==> config.mk <==
export PLATFORM = sky130hd
export DESIGN_NAME = tgx_top
export DESIGN_NICKNAME = d
export VERILOG_FILES = /design/src/pkg/tgx_pkg.sv /design/src/hdl/tgx_sync.sv /design/src/hdl/tgx_timer.sv /design/src/hdl/tgx_top.sv
export SDC_FILE = /design/constraint.sdc
export NUM_CORES = 1
export LEC_CHECK = 0
export ABC_AREA = 1
export BUFFER_PORTS_ARGS = -buffer_cell sky130_fd_sc_hd__buf_2
export CORE_MARGIN = 3
export CORE_UTILIZATION = 35
export CTS_CLUSTER_DIAMETER = 40
export DETAILED_ROUTE_END_ITERATION = 6
export MAX_ROUTING_LAYER = met4
export PLACE_DENSITY_LB_ADDON = 0.08
export REMOVE_ABC_BUFFERS = 1
export SETUP_SLACK_MARGIN = 0.2
export SLEW_MARGIN = 20
export SYNTH_ARGS = -nofsm -noshare
export SYNTH_HDL_FRONTEND = slang
export SYNTH_SLANG_ARGS = --single-unit
==> constraint.sdc <==
create_clock -name CLK -period 4.06 [get_ports CLK]
set_input_delay 0.812 -clock CLK [delete_from_list [all_inputs] [get_ports CLK]]
set_output_delay 0.812 -clock CLK [all_outputs]
set_load 0.1 [all_outputs]
==> src/pkg/tgx_pkg.sv <==
/*
  Package for the timer gate and external interrupt input block:
  register offsets, field positions, reset values and carrier types.
  Assumes a 32-bit APB register bus, byte addressing, word-aligned registers.
*/
package tgx_pkg;

  // ----------------------------------------------------------------
  // register map
  // ----------------------------------------------------------------
  localparam logic [7:0] TGX_OFF_CTRL = 8'h00;   // timer_control_reg
  localparam logic [7:0] TGX_OFF_STAT = 8'h04;   // sticky event status, write one to clear
  localparam logic [7:0] TGX_OFF_MASK = 8'h08;   // interrupt mask
  localparam logic [7:0] TGX_OFF_CNT0 = 8'h0c;   // timer 0 count
  localparam logic [7:0] TGX_OFF_CNT1 = 8'h10;   // timer 1 count
  localparam logic [7:0] TGX_OFF_PINS = 8'h14;   // synchronised pin levels

  // control register fields
  localparam int TGX_B_RUN0 = 0;
  localparam int TGX_B_CT0 = 1;
  localparam int TGX_B_TIMER0_GATE_SEL = 2;
  localparam int TGX_B_IT0 = 3;
  localparam int TGX_B_RUN1 = 4;
  localparam int TGX_B_CT1 = 5;
  localparam int TGX_B_TIMER1_GATE_SEL = 6;
  localparam int TGX_B_IT1 = 7;
  localparam int TGX_CTRL_W = 8;
  localparam logic [TGX_CTRL_W-1:0] TGX_CTRL_RST = 8'h00;

  // status and mask fields
  localparam int TGX_B_IE0 = 0;
  localparam int TGX_B_IE1 = 1;
  localparam int TGX_B_OV0 = 2;
  localparam int TGX_B_OV1 = 3;
  localparam int TGX_STAT_W = 4;
  localparam logic [TGX_STAT_W-1:0] TGX_STAT_RST = 4'h0;

  localparam int TGX_CNT_W = 16;
  localparam int TGX_DATA_W = 32;
  localparam int TGX_ADDR_W = 8;
  localparam int TGX_SYNC_W = 4;

  // per-timer configuration carrier
  typedef struct packed {
    logic run;
    logic counter_mode;
    logic gate_sel;
  } tgx_tcfg_t;

  // per-timer event carrier toward the register file
  typedef struct packed {
    logic overflow;
  } tgx_tevt_t;

endpackage

==> src/hdl/tgx_sync.sv <==
/*
  Two flip-flop synchroniser bank with falling-edge and level outputs.
  Assumes asynchronous pin inputs and one clock, synchronous active-high reset.
*/
`timescale 1ns/1ps
module tgx_sync
  import tgx_pkg::*;
#(
  parameter int WIDTH = TGX_SYNC_W
) (
  input wire logic clk,
  input wire logic rst,
  input wire logic [WIDTH-1:0] pin,
  output logic [WIDTH-1:0] level,
  output logic [WIDTH-1:0] fall
);

  logic [WIDTH-1:0] meta;
  logic [WIDTH-1:0] stable;

  // -------------------------------------------------------------
  // two stages, then a delayed copy for edge detection
  // -------------------------------------------------------------
  genvar g;
  generate
    for (g = 0; g < WIDTH; g++) begin : g_bit
      always_ff @(posedge clk) begin
        if (rst) begin
          meta[g] <= 1'b1;  // idle-high pins
          stable[g] <= 1'b1;
          level[g] <= 1'b1;
        end else begin
          meta[g] <= pin[g];
          stable[g] <= meta[g];
          level[g] <= stable[g];
        end
      end
      // one pulse per high-to-low transition
      assign fall[g] = level[g] & ~stable[g];
    end
  endgenerate

endmodule

==> src/hdl/tgx_timer.sv <==
/*
  One 16-bit timer/counter with gate and external count input.
  Assumes synchronised gate level and count falling-edge pulse from tgx_sync.
*/
`timescale 1ns/1ps
module tgx_timer
  import tgx_pkg::*;
#(
  parameter int CNT_W = TGX_CNT_W
) (
  input wire logic clk,
  input wire logic rst,
  input wire tgx_tcfg_t cfg,
  input wire logic gate_level,
  input wire logic count_fall,
  input wire logic load,
  input wire logic [CNT_W-1:0] load_value,
  output logic [CNT_W-1:0] count,
  output tgx_tevt_t evt
);

  // -------------------------------------------------------------
  // run and tick selection
  // -------------------------------------------------------------
  wire run_ok = cfg.run & (~cfg.gate_sel | gate_level);
  wire tick = run_ok & (cfg.counter_mode ? count_fall : 1'b1);
  wire [CNT_W:0] next_sum = {1'b0, count} + {{CNT_W{1'b0}}, 1'b1};

  // count register; software load wins over a tick
  always_ff @(posedge clk) begin
    if (rst) begin
      count <= '0;
      evt <= '0;
    end else begin
      evt.overflow <= tick & ~load & next_sum[CNT_W];
      if (load) begin
        count <= load_value;
      end else if (tick) begin
        count <= next_sum[CNT_W-1:0];
      end
    end
  end

  a_gate_blocks_count: assert property (@(posedge clk) disable iff (rst)
    (cfg.gate_sel && !gate_level && !load) |=> $stable(count))
    else $error("count moved while gate low");
  a_counter_step_one: assert property (@(posedge clk) disable iff (rst)
    (cfg.counter_mode && run_ok && count_fall && !load) |=> (count == $past(count) + 1'b1))
    else $error("counter missed a falling edge");
  a_counter_no_edge: assert property (@(posedge clk) disable iff (rst)
    (cfg.counter_mode && !count_fall && !load) |=> $stable(count))
    else $error("counter advanced without an edge");

endmodule

==> src/hdl/tgx_top.sv <==
/*
  Timer gate and external interrupt input block with APB register file.
  Two 16-bit timers, two interrupt pins with edge/level trigger, sticky
  status with mask and one level interrupt output.
  Assumes a 100 MHz CLK, synchronous active-high RST, a standard APB master.
*/
`timescale 1ns/1ps

module tgx_top
  import tgx_pkg::*;
(
  input wire logic CLK,
  input wire logic RST,
  input wire logic EXT_IRQ0_IN,
  input wire logic EXT_IRQ1_IN,
  input wire logic TIMER0_COUNT_IN,
  input wire logic TIMER1_COUNT_IN,
  input wire logic PSEL,
  input wire logic PENABLE,
  input wire logic PWRITE,
  input wire logic [TGX_ADDR_W-1:0] PADDR,
  input wire logic [TGX_DATA_W-1:0] PWDATA,
  output logic [TGX_DATA_W-1:0] PRDATA,
  output logic PREADY,
  output logic PSLVERR,
  output logic IRQ
);

  // ----------------------------------------------------------------
  // pin synchronisation
  // ----------------------------------------------------------------
  logic [TGX_SYNC_W-1:0] pin_level;
  logic [TGX_SYNC_W-1:0] pin_fall;

  tgx_sync #(.WIDTH(TGX_SYNC_W)) u_sync (
    .clk(CLK),
    .rst(RST),
    .pin({TIMER1_COUNT_IN, TIMER0_COUNT_IN, EXT_IRQ1_IN, EXT_IRQ0_IN}),
    .level(pin_level),
    .fall(pin_fall)
  );

  // pin index map inside the bank
  wire irq0_level = pin_level[0];
  wire irq1_level = pin_level[1];
  wire irq0_fall = pin_fall[0];
  wire irq1_fall = pin_fall[1];
  wire t0_fall = pin_fall[2];
  wire t1_fall = pin_fall[3];

  // ----------------------------------------------------------------
  // register file state
  // ----------------------------------------------------------------
  logic [TGX_CTRL_W-1:0] timer_control_reg;
  logic [TGX_STAT_W-1:0] status;
  logic [TGX_STAT_W-1:0] mask;
  logic [TGX_CNT_W-1:0] count0;
  logic [TGX_CNT_W-1:0] count1;
  tgx_tevt_t evt0;
  tgx_tevt_t evt1;

  // named control fields
  wire irq0_edge_sel = timer_control_reg[TGX_B_IT0];
  wire irq1_edge_sel = timer_control_reg[TGX_B_IT1];
  wire timer0_gate_sel = timer_control_reg[TGX_B_TIMER0_GATE_SEL];
  wire timer1_gate_sel = timer_control_reg[TGX_B_TIMER1_GATE_SEL];

  tgx_tcfg_t cfg0;
  tgx_tcfg_t cfg1;
  assign cfg0 = '{run: timer_control_reg[TGX_B_RUN0], counter_mode: timer_control_reg[TGX_B_CT0],
                  gate_sel: timer0_gate_sel};
  assign cfg1 = '{run: timer_control_reg[TGX_B_RUN1], counter_mode: timer_control_reg[TGX_B_CT1],
                  gate_sel: timer1_gate_sel};

  // ----------------------------------------------------------------
  // apb decode
  // ----------------------------------------------------------------
  wire access = PSEL & PENABLE & ~PREADY;
  wire wr_en = access & PWRITE;
  wire sel_ctrl = (PADDR == TGX_OFF_CTRL);
  wire sel_stat = (PADDR == TGX_OFF_STAT);
  wire sel_mask = (PADDR == TGX_OFF_MASK);
  wire sel_cnt0 = (PADDR == TGX_OFF_CNT0);
  wire sel_cnt1 = (PADDR == TGX_OFF_CNT1);
  wire sel_pins = (PADDR == TGX_OFF_PINS);
  wire mapped = sel_ctrl | sel_stat | sel_mask | sel_cnt0 | sel_cnt1 | sel_pins;
  wire load0 = wr_en & sel_cnt0;  // software count loads
  wire load1 = wr_en & sel_cnt1;

  // read data mux, unused upper bits read as zero
  wire [TGX_DATA_W-1:0] rd_mux =
    sel_ctrl ? TGX_DATA_W'(timer_control_reg) :
    sel_stat ? TGX_DATA_W'(status) :
    sel_mask ? TGX_DATA_W'(mask) :
    sel_cnt0 ? TGX_DATA_W'(count0) :
    sel_cnt1 ? TGX_DATA_W'(count1) :
    sel_pins ? TGX_DATA_W'(pin_level) : '0;

  // ----------------------------------------------------------------
  // interrupt event sources
  // ----------------------------------------------------------------
  wire set_ie0 = irq0_edge_sel ? irq0_fall : ~irq0_level;
  wire set_ie1 = irq1_edge_sel ? irq1_fall : ~irq1_level;

  logic [TGX_STAT_W-1:0] set_vec;
  always_comb begin
    set_vec = '0;
    set_vec[TGX_B_IE0] = set_ie0;
    set_vec[TGX_B_IE1] = set_ie1;
    set_vec[TGX_B_OV0] = evt0.overflow;
    set_vec[TGX_B_OV1] = evt1.overflow;
  end

  wire [TGX_STAT_W-1:0] clr_vec = (wr_en & sel_stat) ? PWDATA[TGX_STAT_W-1:0] : '0;
  // mask as it stands after this edge, so irq never lags a mask write
  wire [TGX_STAT_W-1:0] next_mask = (wr_en & sel_mask) ? PWDATA[TGX_STAT_W-1:0] : mask;
  // a new event wins over a clear in the same cycle
  wire [TGX_STAT_W-1:0] next_status = (status & ~clr_vec) | set_vec;
  wire next_irq = |(next_status & next_mask);

  // ----------------------------------------------------------------
  // timers
  // ----------------------------------------------------------------
  tgx_timer #(.CNT_W(TGX_CNT_W)) u_timer0 (
    .clk(CLK),
    .rst(RST),
    .cfg(cfg0),
    .gate_level(irq0_level),
    .count_fall(t0_fall),
    .load(load0),
    .load_value(PWDATA[TGX_CNT_W-1:0]),
    .count(count0),
    .evt(evt0)
  );

  tgx_timer #(.CNT_W(TGX_CNT_W)) u_timer1 (
    .clk(CLK),
    .rst(RST),
    .cfg(cfg1),
    .gate_level(irq1_level),
    .count_fall(t1_fall),
    .load(load1),
    .load_value(PWDATA[TGX_CNT_W-1:0]),
    .count(count1),
    .evt(evt1)
  );

  // ----------------------------------------------------------------
  // registers
  // ----------------------------------------------------------------
  // control and mask writes
  always_ff @(posedge CLK) begin
    if (RST) begin
      timer_control_reg <= TGX_CTRL_RST;
      mask <= TGX_STAT_RST;
    end else begin
      if (wr_en && sel_ctrl) timer_control_reg <= PWDATA[TGX_CTRL_W-1:0];
      mask <= next_mask;
    end
  end

  // sticky status and interrupt output
  always_ff @(posedge CLK) begin
    if (RST) begin
      status <= TGX_STAT_RST;
      IRQ <= 1'b0;
    end else begin
      status <= next_status;
      IRQ <= next_irq;
    end
  end

  // apb answer: one wait state, ready for one cycle
  always_ff @(posedge CLK) begin
    if (RST) begin
      PREADY <= 1'b0;
      PSLVERR <= 1'b0;
      PRDATA <= '0;
    end else begin
      PREADY <= access;
      PSLVERR <= access & ~mapped;
      PRDATA <= (access & ~PWRITE) ? rd_mux : '0;
    end
  end

  // ----------------------------------------------------------------
  // checks
  // ----------------------------------------------------------------
  // interrupt 0 flag
  a_edge_sets_ie0: assert property (@(posedge CLK) disable iff (RST)
    (irq0_edge_sel && irq0_fall) |=> status[TGX_B_IE0])
    else $error("ie0 missed a falling edge");
  a_edge_high_quiet: assert property (@(posedge CLK) disable iff (RST)
    (irq0_edge_sel && !irq0_fall && !status[TGX_B_IE0]) |=> !status[TGX_B_IE0])
    else $error("ie0 set without an edge");
  a_level_sets_ie0: assert property (@(posedge CLK) disable iff (RST)
    (!irq0_edge_sel && !irq0_level) |=> status[TGX_B_IE0])
    else $error("ie0 missed a low level");
  a_ie0_sticky: assert property (@(posedge CLK) disable iff (RST)
    (status[TGX_B_IE0] && !clr_vec[TGX_B_IE0]) |=> status[TGX_B_IE0])
    else $error("ie0 dropped without a clear");
  a_ie0_clears: assert property (@(posedge CLK) disable iff (RST)
    (clr_vec[TGX_B_IE0] && !set_ie0) |=> !status[TGX_B_IE0])
    else $error("ie0 survived its clear");

  // interrupt 1 flag
  a_edge_sets_ie1: assert property (@(posedge CLK) disable iff (RST)
    (irq1_edge_sel && irq1_fall) |=> status[TGX_B_IE1])
    else $error("ie1 missed a falling edge");
  a_edge_quiet_ie1: assert property (@(posedge CLK) disable iff (RST)
    (irq1_edge_sel && !irq1_fall && !status[TGX_B_IE1]) |=> !status[TGX_B_IE1])
    else $error("ie1 set without an edge");
  a_level_sets_ie1: assert property (@(posedge CLK) disable iff (RST)
    (!irq1_edge_sel && !irq1_level) |=> status[TGX_B_IE1])
    else $error("ie1 missed a low level");
  a_ie1_sticky: assert property (@(posedge CLK) disable iff (RST)
    (status[TGX_B_IE1] && !clr_vec[TGX_B_IE1]) |=> status[TGX_B_IE1])
    else $error("ie1 dropped without a clear");
  a_ie1_clears: assert property (@(posedge CLK) disable iff (RST)
    (clr_vec[TGX_B_IE1] && !set_ie1) |=> !status[TGX_B_IE1])
    else $error("ie1 survived its clear");

  // gate run control of both timers
  a_timer0_gate_sel_blocks: assert property (@(posedge CLK) disable iff (RST)
    (timer0_gate_sel && !irq0_level && !load0) |=> $stable(count0))
    else $error("timer 0 ran while gate low");
  a_timer1_gate_sel_blocks: assert property (@(posedge CLK) disable iff (RST)
    (timer1_gate_sel && !irq1_level && !load1) |=> $stable(count1))
    else $error("timer 1 ran while gate low");
  a_timer0_gate_sel_runs: assert property (@(posedge CLK) disable iff (RST)
    (cfg0.run && !cfg0.counter_mode && timer0_gate_sel && irq0_level && !load0)
    |=> (count0 == $past(count0) + 1'b1))
    else $error("timer 0 held while gate high");
  a_timer1_gate_sel_runs: assert property (@(posedge CLK) disable iff (RST)
    (cfg1.run && !cfg1.counter_mode && timer1_gate_sel && irq1_level && !load1)
    |=> (count1 == $past(count1) + 1'b1))
    else $error("timer 1 held while gate high");

  // counter mode on the count pins
  a_count0_edge: assert property (@(posedge CLK) disable iff (RST)
    (cfg0.run && cfg0.counter_mode && !timer0_gate_sel && t0_fall && !load0)
    |=> (count0 == $past(count0) + 1'b1))
    else $error("counter 0 missed an edge");
  a_count1_edge: assert property (@(posedge CLK) disable iff (RST)
    (cfg1.run && cfg1.counter_mode && !timer1_gate_sel && t1_fall && !load1)
    |=> (count1 == $past(count1) + 1'b1))
    else $error("counter 1 missed an edge");
  a_count0_quiet: assert property (@(posedge CLK) disable iff (RST)
    (cfg0.counter_mode && !t0_fall && !load0) |=> $stable(count0))
    else $error("counter 0 moved without an edge");
  a_count1_quiet: assert property (@(posedge CLK) disable iff (RST)
    (cfg1.counter_mode && !t1_fall && !load1) |=> $stable(count1))
    else $error("counter 1 moved without an edge");

  // each synchronised falling edge is one pulse
  a_fall_single: assert property (@(posedge CLK) disable iff (RST)
    pin_fall[2] |=> !pin_fall[2])
    else $error("count edge seen twice");
  a_fall_single_t1: assert property (@(posedge CLK) disable iff (RST)
    pin_fall[3] |=> !pin_fall[3])
    else $error("count 1 edge seen twice");
  a_fall_single_i0: assert property (@(posedge CLK) disable iff (RST)
    pin_fall[0] |=> !pin_fall[0])
    else $error("irq 0 edge seen twice");
  a_fall_single_i1: assert property (@(posedge CLK) disable iff (RST)
    pin_fall[1] |=> !pin_fall[1])
    else $error("irq 1 edge seen twice");

  // register file, interrupt output and bus answer
  a_irq_follows: assert property (@(posedge CLK) disable iff (RST)
    IRQ == (|(status & mask)))
    else $error("irq disagrees with unmasked status");
  a_apb_ready: assert property (@(posedge CLK) disable iff (RST)
    (PSEL && PENABLE && !PREADY) |=> PREADY ##1 !PREADY)
    else $error("apb answer not one wait state");
  a_slverr_ready: assert property (@(posedge CLK) disable iff (RST)
    PSLVERR |-> PREADY)
    else $error("error without ready");
  a_slverr_unmapped: assert property (@(posedge CLK) disable iff (RST)
    (access && !mapped) |=> PSLVERR)
    else $error("unmapped access not refused");
  a_rdata_quiet: assert property (@(posedge CLK) disable iff (RST)
    !PREADY |-> (PRDATA == '0))
    else $error("read data outside the ready cycle");
  a_ctrl_write: assert property (@(posedge CLK) disable iff (RST)
    (wr_en && sel_ctrl) |=> (timer_control_reg == $past(PWDATA[TGX_CTRL_W-1:0])))
    else $error("control write lost");
  a_mask_write: assert property (@(posedge CLK) disable iff (RST)
    (wr_en && sel_mask) |=> (mask == $past(PWDATA[TGX_STAT_W-1:0])))
    else $error("mask write lost");
  a_load0_value: assert property (@(posedge CLK) disable iff (RST)
    load0 |=> (count0 == $past(PWDATA[TGX_CNT_W-1:0])))
    else $error("count 0 load lost");
  a_load1_value: assert property (@(posedge CLK) disable iff (RST)
    load1 |=> (count1 == $past(PWDATA[TGX_CNT_W-1:0])))
    else $error("count 1 load lost");
  a_ov0_sets: assert property (@(posedge CLK) disable iff (RST)
    evt0.overflow |=> status[TGX_B_OV0])
    else $error("timer 0 overflow not flagged");
  a_ov1_sets: assert property (@(posedge CLK) disable iff (RST)
    evt1.overflow |=> status[TGX_B_OV1])
    else $error("timer 1 overflow not flagged");

endmodule

==> Word-level counts from Yosys, hierarchy flattened <==
Index checks and enable logic that the tools add are counted.
{ "op_classes": {"bitwise": 46, "n_reduce_logical": 8, "muxes": 16, "eq_ne": 5, "add_sub_neg": 2} }
{ "ops": {"columns": ["cell", "n"], "rows": [
  ["$mux 16", 6],
  ["$add 16x1->17 const B", 2],
  ["$mux 8", 3],
  ["$and 1x1->1", 21],
  ["$eq 8x4->1 const B", 2],
  ["$eq 8x5->1 const B", 2],
  ["$not 1->1", 14],
  ["$mux 4", 3],
  ["$and 4x4->4", 2],
  ["$eq 8x3->1 const B", 1],
  ["$logic_not 8->1", 1],
  ["$or 1x1->1", 7],
  ["$reduce_or 7->1", 1],
  ["$reduce_or 5->1", 1],
  ["$mux 1", 4],
  ["$not 4->4", 1],
  ["$or 4x4->4", 1],
  ["$reduce_bool 2->1", 2],
  ["$reduce_or 4->1", 1],
  ["$reduce_or 2->1", 1],
  ["$logic_and 1x1->1", 1]
]} }
{ "word_totals": {"output_inout_bits": 35, "regBits": 97, "input_bits": 49} }

==> Depth between registers and ports, before layout <==
Gate-level depths: netlist of run 1.
{ "depth": {"word_depth": 10, "depth_mapped": 12} }

==> Modules after synthesis <==
A second synthesis of run 1 with hierarchy kept.
{ "hier_totals": {"cells_unflattened": 655, "hier_area_um2": 4450.5} }
{ "modules_own_cells": {"columns": ["mod", "seq_area_each_um2", "n_inst", "area_per_inst_um2", "cells_each"], "rows": [
  ["tgx_timer", 340.3, 2, 1136.1, 179],
  ["tgx_top", 700.7, 1, 1800.5, 251],
  ["tgx_sync", 240.2, 1, 377.9, 46]
]} }

==> Worst setup path before layout of run 1 <==
Ideal clock, no wire load.
{ "synth_timing": {"path_type": "register to register", "from": "register PREADY", "to": "register timer_control_reg[7]", "path_slack_ns": 2.139, "path_stages_with_launch": 9, "arrival_ns": 1.851, "path_buffers": 2, "setup_ns": 0.070, "period_less_slack_ns": 1.921, "t_required_ns": 3.990, "cell_sequence": "dfxtp_1 > inv_1 > nand3_1 > nor2_2 > buf_2 > nand2_1 > buf_2 > o21ai_0 > a21oi_1"} }
{ "synth_via": {"elab_chain_cells": 4} }
{ "synth_rtl": {"columns": ["item", "line_no", "source"], "rows": [
  ["start, declared", "tgx_top.sv:24", "output logic PREADY,"],
  ["start signal, assigned", "tgx_top.sv:180", "PREADY <= access;"],
  ["$not 1->1", "tgx_top.sv:78", "wire access = PSEL & PENABLE & ~PREADY;"],
  ["$and 1x1->1", "tgx_top.sv:78", null],
  ["$and 1x1->1", "tgx_top.sv:79", "wire wr_en = access & PWRITE;"],
  ["$logic_and 1x1->1", "tgx_top.sv:157", "if (wr_en && sel_ctrl) timer_control_reg <= PWDATA[TGX_CTRL_W-1:0];"],
  ["end signal, assigned", "tgx_top.sv:157", null],
  ["end, declared", "tgx_top.sv:54", "logic [TGX_CTRL_W-1:0] timer_control_reg;"]
]} }
Every way passes these cells.
A chain may end at the register's enable or synchronous reset.

==> Worst setup path after layout of run 1 <==
{ "layout_timing": {"from": "input port PSEL", "to": "register u_timer1.count[3]"} }
{ "layout_via": {"elab_chain_cells": 5, "elab_cells_between_ends": 6, "classes_between": "mux (1); bitwise (4); reduce/logical (1)"} }
{ "layout_rtl": {"columns": ["item", "line_no", "source"], "rows": [
  ["start, declared", "tgx_top.sv:18", "input wire logic PSEL,"],
  ["$and 1x1->1 * (2 in a row)", "tgx_top.sv:78", null],
  ["$and 1x1->1 *", "tgx_top.sv:79", null],
  ["$and 1x1->1 *", "tgx_top.sv:88", "wire load1 = wr_en & sel_cnt1;"],
  ["$mux 16 / $reduce_bool 2->1 (equally long branches)", null, null],
  ["end signal, assigned", "tgx_timer.sv:37", "count <= load_value;"],
  ["end signal, assigned", "tgx_timer.sv:39", "count <= next_sum[CNT_W-1:0];"],
  ["end, declared", "tgx_timer.sv:18", "output logic [CNT_W-1:0] count,"]
]} }
Every way passes the cells marked *; elsewhere a longest branch is shown, timed or not.

==> results.cfg, run 1 <==
[floorplanning]
dieWidth_um = 116
design.core.area_sq_um = 11600
die_area_sq_um = 13400
rows = 39
die_h_um = 116
initial_core_util_pct = 36.4
io_pins = 84

[setup_path]
r2r_cells = 10
critPathSlowestCell = nor2_2
path_buf_inv = 3
path_max_fanout = 13
cp_cell_sequence = buf_2 -> nand3_1 -> nor2_2 -> nand2_2 -> nand2_2 -> inv_2 -> nand3_1 -> nand3_1 -> nand2_1 -> inv_1
critPathRequiredTime_ns = 4.29
startpoint_type = primary input
max_stage_delay_ns = 0.50
path_common_cell = nand3_1
timing.critical_path.from = PSEL
end_kind = flop
arrival_ns = 2.47
r2r_start = PREADY
rr_endpoint = u_timer1.count[3]
path_depth = 10
reg2reg_slack_ns = 2.03
crit_family = simple AND/OR/NAND/NOR gates
worstSetupPathType = primary input to flop
endpoint = u_timer1.count[3]

[place]
gp_congestion = 0.876
dp_hpwl_um = 9280
detailedPlace.worstSlack_ns = 1.45
dp.cells = 797
place_area_sq_um = 4510
port_buffers = 51

[sta]
fin_tns_setup_ns = 0
clock_skew_ns = 0.00889
worst_pin_slew_ns = 0.914
hold_viol = 0
rsz0062_at_grt = no
period_share_pct = 55.3
setup_violations = 0
report.final.slew_viol_count = 0
fin_ws_ns = 1.82
relSlewSlack_pct = 39.0
period_needed_ns = 2.24
fmax_mhz = 446

[clocking]
cts_setup_buffers = 0
cts-root-buf = clkbuf_16
holdBufCountCts = 0
clk_pin_slew_ns = 0.05
cts_tree = built
cts_buffers = 9
clk_path_buf_depth = 2
cts_resized = 0
clkSinkCount = 81
clock_latency_ns = 0.34
htreeDepth = 3

[synthesis]
syn_area_sq_um = 4210
synthCells = 618
yosysSeqAreaShare_pct = 38.5
yosysWarnings = 0
synthArstFlopShare_pct = 0
dominantRegCellSynth = dfxtp_1
ys_types = 34
synth_edf_count = 0
yosys_register_bits = 81
syn_avg_cell_area_sq_um = 6.81

[worst_hold_path]
hp-class = flop to flop
min_path_cells = 1

[routing]
routed_wl_um = 12300
drt_iter0_markers = 239
first_pass_iters = 7
drc_errors = 0
wl_per_cell_um = 15.1
vias = 4012
antenna_left = 0
viasPerCell = 4.95

[global_route]
met3_usage_pct = 2.98
grtUsageTotal_pct = 19.7
grt_max_degree = 28
gr-total-overflow = 0
grt_busiest_layer = met2
grt_util_met1_pct = 24.5
grt_pass1_wl_um = 19400
grt_antenna_before_repair = 0
grt_util_met2_pct = 32.0
grt_pass1_vias = 3638

[layout]
multi_input_area_sq_um = 2180
ff_latch_area_sq_um = 1620
reg_top3 = PRDATA (16), u_timer0.count (16), u_timer1.count (16)
post-route-util_pct = 41.9
syn2layout_area_growth_pct = 15.1
finalNonFillerCells = 811
antennaDiodeCount = 0
fillCellCount = 1242
final_cell_area_sq_um = 4840
drive_above_1_share_pct = 15.4
fin_nets = 716

[run_status]
status = finished, final reports clean

[power_and_ir_drop]
p_leak_uw = 0.00204
power_density_nw_per_um2 = 386
vdd_drop_max_uv = 170

[job]
maxCapViolCount = 0
## placed cells by master, fill, tap and decap left out, drive strengths merged
master  count
o211ai      8
nor2       72
inv        69
and2        1
xnor2       3
conb       16
nor4        1
dfxtp      81
nand3      42
a31oi       3
or2        12
ha          2
clkbuf     11
nand4       4
xor2       12
a211oi      7
nand3b      1
nor3       12
a21oi      50
nand2     158
o21ai      47
buf        53
bufinv      3
## through the flow
step                power [uW]  hold WS (ns)
finish                    1870         0.405
global route              1930         0.413
CTS                       1900         0.407
detailed placement         960         0.394
global placement           960         0.391
floorplan                  916         0.389
## synth_stat cells, types with 8 or more instances
master | n | area share (%)
nand2_1 | 152 | 14
dfxtp_1 | 81 | 39
inv_1 | 62 | 5.5
nor2_1 | 62 | 5.5
a21oi_1 | 50 | 5.9
o21ai_0 | 45 | 5.4
nand3_1 | 40 | 4.8
buf_4 | 17 | 3.0
xor2_1 | 12 | 2.5
nor3_1 | 11 | 1.3
or2_2 | 11 | 1.6
buf_2 | 8 | 0.95
o211ai_1 | 8 | 1.4
## cells by family after synthesis
| group | count (synthesis) | synth area share [%] |
|---|---|---|
| xor+xnor | 15 | 3.12 |
| simple gates | 303 | 32.0 |
| other cells | 1 | 0.0891 |
| fa+ha+maj | 2 | 0.595 |
| buf+inv | 101 | 10.9 |
| compound gates | 115 | 14.7 |
| flops | 81 | 38.5 |
## metal layers
metal | share of wire [%] | routed length [um]
met5 | 0 | 0
met1 | 46 | 5670
met3 | 4.8 | 593
met2 | 46 | 5680
met4 | 2.7 | 328
## power breakdown
part / internal (uW) / switching (uW) / leakage (uW)
logic: 22.1 / 115 / 0.00122
clock network: 611 / 318 / 0.000162
registers: 801 / 2.72 / 0.000655
total: 1430 / 436 / 0.00204
## worst min-delay path by stage
| stage | start | end |
|---|---|---|
| floorplan | u_sync.meta[0] | u_sync.stable[0] |
| global placement | u_sync.meta[0] | u_sync.stable[0] |
| detailed placement | u_sync.meta[0] | u_sync.stable[0] |
| global route | u_sync.meta[0] | u_sync.stable[0] |
| finish | u_sync.meta[0] | u_sync.stable[0] |
| CTS | u_sync.meta[0] | u_sync.stable[0] |
## layout make-up
cell class | count | area share (%)
clock buffers | 11 | 5.01
clock inverters | 3 | 1.86
inverters | 69 | 5.35
multi-input cells | 451 | 45.0
flip-flops and latches | 81 | 33.5
well taps | 143 | 3.69
repair buffers | 53 | 5.58
## worst register-to-register path, stage by stage (launching register included)
cell and delay [ns]:
dfxtp_1 0.30, inv_1 0.05, nand3_1 0.10, nor2_2 0.50, nand2_2 0.31, nand2_2 0.26, inv_2 0.14, nand3_1 0.10
nand3_1 0.06, nand2_1 0.06, inv_1 0.05
No activity file was read; power rests on OpenSTA's default activity.
==> inputs of run 2 (changes only) <==
==> constraint.sdc (replaced) <==
create_clock -name CLK -period 2.3 [get_ports CLK]
set_input_delay 0.46 -clock CLK [delete_from_list [all_inputs] [get_ports CLK]]
set_output_delay 0.46 -clock CLK [all_outputs]
set_load 0.1 [all_outputs]
==> run 2 against run 1 <==
Critical path depth is 4 lower. Clock-buffer cell count stayed put. Setup slack worse by 1.4 ns. Global-route usage is 0.26 points higher. Sequential cell count stayed put. Sequential share of layout area is 0.16 points lower. Routed wire length is 0.38% lower. Worst hold slack worse by 0.11 ns. Clock skew is 0.00097 ns lower. Power is 73% higher.
==> results.cfg, run 2 (same netlist as run 1, synthesis figures left out) <==
[routing]
first_pass_iters = 4
routed_wl_um = 12200
viasPerCell = 4.80
antenna_left = 0
drt_iter0_markers = 228
wl_per_cell_um = 15.0
vias = 3916
drc_errors = 0

[setup_path]
critPathSlowestCell = nor4_1
worstSetupPathType = flop to flop
timing.critical_path.from = u_timer0.count[0]
startpoint_type = flop
end_kind = flop
r2r_start = u_timer0.count[0]
path_max_fanout = 5
cp_cell_sequence = ha_1 -> nand3_1 -> nor2_1 -> and2_1 -> nand3_1 -> nor4_1
arrival_ns = 2.10
max_stage_delay_ns = 0.51
path_common_cell = nand3_1
critPathRequiredTime_ns = 2.48

[sta]
hold_slack_ns = 0.295
relSlewSlack_pct = 62.1
fmax_mhz = 522
period_needed_ns = 1.92
rsz0062_at_grt = no
report.final.slew_viol_count = 0
fin_tns_setup_ns = 0
period_share_pct = 83.3
hold_viol = 0
worst_pin_slew_ns = 0.563
clock_skew_ns = 0.00791
setup_violations = 0

[power_and_ir_drop]
vdd_drop_max_uv = 308
power_density_nw_per_um2 = 665
p_leak_uw = 0.00206

[floorplanning]
design.core.area_sq_um = 11600
die_h_um = 116
dieWidth_um = 116
initial_core_util_pct = 36.4
io_pins = 84
die_area_sq_um = 13400
rows = 39

[clocking]
htreeDepth = 3
clk_pin_slew_ns = 0.06
clock_latency_ns = 0.35
clk_path_buf_depth = 2
cts-root-buf = clkbuf_16
cts_buffers = 9
cts_setup_buffers = 0
holdBufCountCts = 0
clkSinkCount = 81
cts_tree = built
cts_resized = 0

[global_route]
grtUsageTotal_pct = 19.9
grt_antenna_before_repair = 0
grt_pass1_wl_um = 19700
grt_max_degree = 39
grt_pass1_vias = 3762
gr-total-overflow = 0

[layout]
syn2layout_area_growth_pct = 15.7
multi_input_area_sq_um = 2180
drive_above_1_share_pct = 16.0
mostFrequentLayoutCells = nand2_1 (152), dfxtp_1 (81), inv_1 (62), nor2_1 (62), buf_2 (51)
fillCellCount = 1250
layout_commonest_cell = nand2_1
reg_top3 = PRDATA (16), u_timer0.count (16), u_timer1.count (16)
finalNonFillerCells = 816
antennaDiodeCount = 0
fin_nets = 719
ff_latch_area_sq_um = 1620
post-route-util_pct = 42.1
final_cell_area_sq_um = 4870

[place]
dp.cells = 800
place_area_sq_um = 4550
gp_congestion = 0.866
dp_hpwl_um = 9390
port_buffers = 51

[job]
maxCapViolCount = 0

[run_status]
status = finished, final reports clean

[worst_hold_path]
hp-class = primary input to flop
min_from = EXT_IRQ0_IN
run 2: changes by cell type in the layout (fill, tap and decap cells not counted):
cell       before  now
buf_12          0    1
buf_4           2    4
bufinv_16       3    2
clkinv_2        0    2
clkinv_4        0    1
run 2: report_power, final:
part / total [uW] / internal (uW) / leakage, uW / switching [uW]
logic: 249 / 43.2 / 0.00124 / 206
clock network: 1570 / 979 / 0.000159 / 588
registers: 1420 / 1410 / 0.000655 / 5.04
run 2: critical path, delay by kind of cell (launching register included):
kind / cells / cell delay (ns)
DFF: 1 / 0.42
and+or+nand+nor: 5 / 1.11
adders and majority gates: 1 / 0.22
run 2: metrics by stage:
stage | power [uW] | setup WS [ns]
floorplan | 1620 | 0.248
global placement | 1700 | 0.344
detailed placement | 1700 | 0.352
CTS | 3270 | 0.507
global route | 3350 | 0.280
finish | 3240 | 0.384
run 2: area by class of cell:
cell class,count,share of cell area (%)
clock buffer,11,4.99
clock inverter,5,1.62
inverter,69,5.32
multi-input combinational,451,44.8
sequential,81,33.3
tap,143,3.68
timing repair buffer,56,6.27
run 2: final timing paths:
check                                         to  slack (ns)  cells past startpoint
worst min-delay path              u_sync.meta[0]        0.30                      2
worst min register to register  u_sync.stable[2]        0.41                      1
worst max register to register      u_timer0.evt        0.38                      6
worst max-delay path                u_timer0.evt        0.38                      6
run 2: routing by layer:
layer / vias to the layer above / routed length [um] / global-route usage (%)
li1: 2058 / - / -
met1: 1745 / 5810 / 25.7
met2: 94 / 5600 / 31.1
met3: 19 / 517 / 3.29
met4: 0 / 289 / 8.12
met5: - / 0 / -
==> inputs of run 3 (changes only) <==
--- a/config.mk
+++ b/config.mk
@@ -5,7 +5,7 @@
 export SDC_FILE = /design/constraint.sdc
 export NUM_CORES = 1
 export LEC_CHECK = 0
-export ABC_AREA = 1
+export ABC_AREA = 0
 export BUFFER_PORTS_ARGS = -buffer_cell sky130_fd_sc_hd__buf_2
 export CORE_MARGIN = 3
 export CORE_UTILIZATION = 35
==> constraint.sdc (replaced) <==
create_clock -name CLK -period 1.6 [get_ports CLK]
set_input_delay 0.32 -clock CLK [delete_from_list [all_inputs] [get_ports CLK]]
set_output_delay 0.32 -clock CLK [all_outputs]
set_load 0.1 [all_outputs]
==> run 3 against run 2 <==
Sequential cell count is the same. First-iteration DRC count shrank 43%. Critical path type is now primary input to flop. Power grew 18%. Non-clock buffer count grew 88. Clock skew grew 0.0022 ns. Sequential share of layout area shrank 6.2 points. Register-to-register slack lost 0.44 ns. Clock-buffer cell count is the same. The flow now finishes with violations (setup timing). Via count shrank 6.8%. Largest power group is now registers. Largest cell class unchanged.
==> results.cfg, run 3 <==
[run_status]
status = finished with violations
violations = setup timing

[clocking]
cts_tree = built
clk_path_buf_depth = 2
clock_latency_ns = 0.38
cts_buffers = 9
clk_pin_slew_ns = 0.07
clkSinkCount = 81
holdBufCountCts = 0
htreeDepth = 3
cts-root-buf = clkbuf_8

[setup_path]
critPathRequiredTime_ns = 1.90
r2r_cells = 6
startpoint_type = primary input
arrival_ns = 1.97
worstSetupPathType = primary input to flop
end_kind = flop
path_max_fanout = 3

[synthesis]
synthAdderAreaFrac_pct = 0.664
syn_area_sq_um = 3770
yosys_register_bits = 81
ys_types = 48
syn_avg_cell_area_sq_um = 8.83
yosysWarnings = 0
synth_compound_area_share_pct = 15.8
ys_top_cells_by_area = dfxtp_1 (43%), nor2_1 (6.9%), a211oi_1 (6.4%)
synth_xor_area_share_pct = 6.97
synthArstFlopShare_pct = 0
synth.top_cells.by_count = dfxtp_1 (81), nor2_1 (69), a211oi_1 (32), xnor2_1 (24), nand2_1 (20)
synth_top_family_by_area = simple AND/OR/NAND/NOR gates
yosysTopAreaCell = dfxtp_1
dominantRegCellSynth = dfxtp_1
synthSimpleGateAreaFrac_pct = 23.1
yosys.cell_count.top_type = dfxtp_1
yosysSeqAreaShare_pct = 43.0
synth_edf_count = 0
synthCells = 427
synth_mux_area_share_pct = 4.28
synth_top_area_share_pct = 43.0

[place]
gp_congestion = 0.800
dp_hpwl_um = 7910
detailedPlace.worstSlack_ns = -0.515
dp.cells = 669
place_area_sq_um = 4670
port_buffers = 51

[layout]
final_cell_area_sq_um = 6080
antennaDiodeCount = 0
reg_top3 = PRDATA (16), u_timer0.count (16), u_timer1.count (16)
fin_nets = 614
drive_above_1_share_pct = 54.1
mostFrequentLayoutCells = buf_4 (78), dfxtp_1 (66), nor2_1 (36)
post-route-util_pct = 58.4
syn2layout_area_growth_pct = 61.2
finalNonFillerCells = 702
layout_commonest_cell = buf_4

[routing]
routed_wl_um = 12400
drc_errors = 0
antenna_left = 0
drt_iter0_markers = 131
viasPerCell = 5.20
wl_per_cell_um = 17.6
vias = 3650
first_pass_iters = 4

[floorplanning]
rows = 37
die_area_sq_um = 12100
die_h_um = 110
io_pins = 84
initial_core_util_pct = 36.2
design.core.area_sq_um = 10400
dieWidth_um = 110

[sta]
report.final.slew_viol_count = 0
hold_viol = 0
setup_violations = 13
period_needed_ns = 1.67
fmax_mhz = 598
clock_skew_ns = 0.0101
rsz0062_at_grt = yes
fin_ws_ns = -0.0735
period_share_pct = 105

[global_route]
grt_pass1_vias = 3500
gr-total-overflow = 0
grtUsageTotal_pct = 20.3
grt_antenna_before_repair = 0
grt_max_degree = 34
grt_pass1_wl_um = 18100

[power_and_ir_drop]
vdd_drop_max_uv = 504
p_leak_uw = 0.00237
power_density_nw_per_um2 = 628

[worst_hold_path]
hp-class = primary input to flop
min_path_cells = 2

[job]
maxCapViolCount = 0
run 3: cell types whose count changed after synthesis, moves of 9 or more:
cell / change
xnor2_1: +21
mux2i_1: +12
o21ai_0: -35
a211oi_1: +25
clkbuf_1: +9
a22oi_1: +12
a21oi_1: -50
nand2_1: -132
nand3_1: -33
inv_1: -51
run 3: repair_timing:
item,4_1_cts,5_1_grt
gates resized for setup,142,99
cloned,0,6
setup buffers,7,6
pin swaps,42,47
endpoints found under the setup margin,85,68
run 3: layout make-up:
type / instances / area [sq um]
Multi-Input combinational cell: 316 / 2810
Clock inverter: 3 / 18.8
Fill cell: 921 / 4340
Clock buffer: 11 / 141
Timing Repair Buffer: 144 / 1250
Tap cell: 136 / 170
Inverter: 11 / 41.3
Sequential cell: 81 / 1650
run 3: critical path: stages:
cell,delay (ns)
buf_6,0.09
or4_4,0.53
or3_4,0.42
buf_6,0.14
mux2i_2,0.14
o21bai_1,0.16
a31oi_1,0.16
run 3: worst paths after layout:
path | start | endpoint | slack, ns
max | PADDR[5] | IRQ | -0.07
min | EXT_IRQ0_IN | u_sync.meta[0] | 0.12
max reg2reg | PREADY | IRQ | -0.06
min reg2reg | u_sync.meta[0] | u_sync.stable[0] | 0.41
run 3: per-stage QoR:
| stage | TNS [ns] | power [uW] | hold WS (ns) |
|---|---|---|---|
| final | -0.462 | 3820 | 0.125 |
| after global routing | -1.22 | 3950 | 0.113 |
| after CTS | -0.0897 | 3820 | 0.103 |
| after detailed placement | -20.46 | 2450 | 0.393 |
| after global placement | -20.03 | 2450 | 0.391 |
| after floorplan | -32.76 | 2300 | 0.389 |
run 3: routing by layer:
metal	part of all wire, %	global-route usage (%)	up-vias	wire length [um]
met1	45	26.3	1759	5630
met2	47	31.6	112	5790
li1	-	-	1757	-
met3	5.7	4.46	22	707
met4	2.1	6.14	0	263
met5	0	-	-	0
run 3: cells by family after synthesis:
family / Yosys count
other: 1
multiplexers: 15
flip-flops: 81
adder cells (fa/ha/maj): 2
AND/OR/NAND/NOR: 172
AO/OA/AOI/OAI: 81
XOR/XNOR: 30
buffers and inverters: 45
run 3: where the power goes:
part,total [uW],switching [uW],internal [uW]
combinational,440,325,115
clock,1340,752,587
sequential,2040,7.98,2030
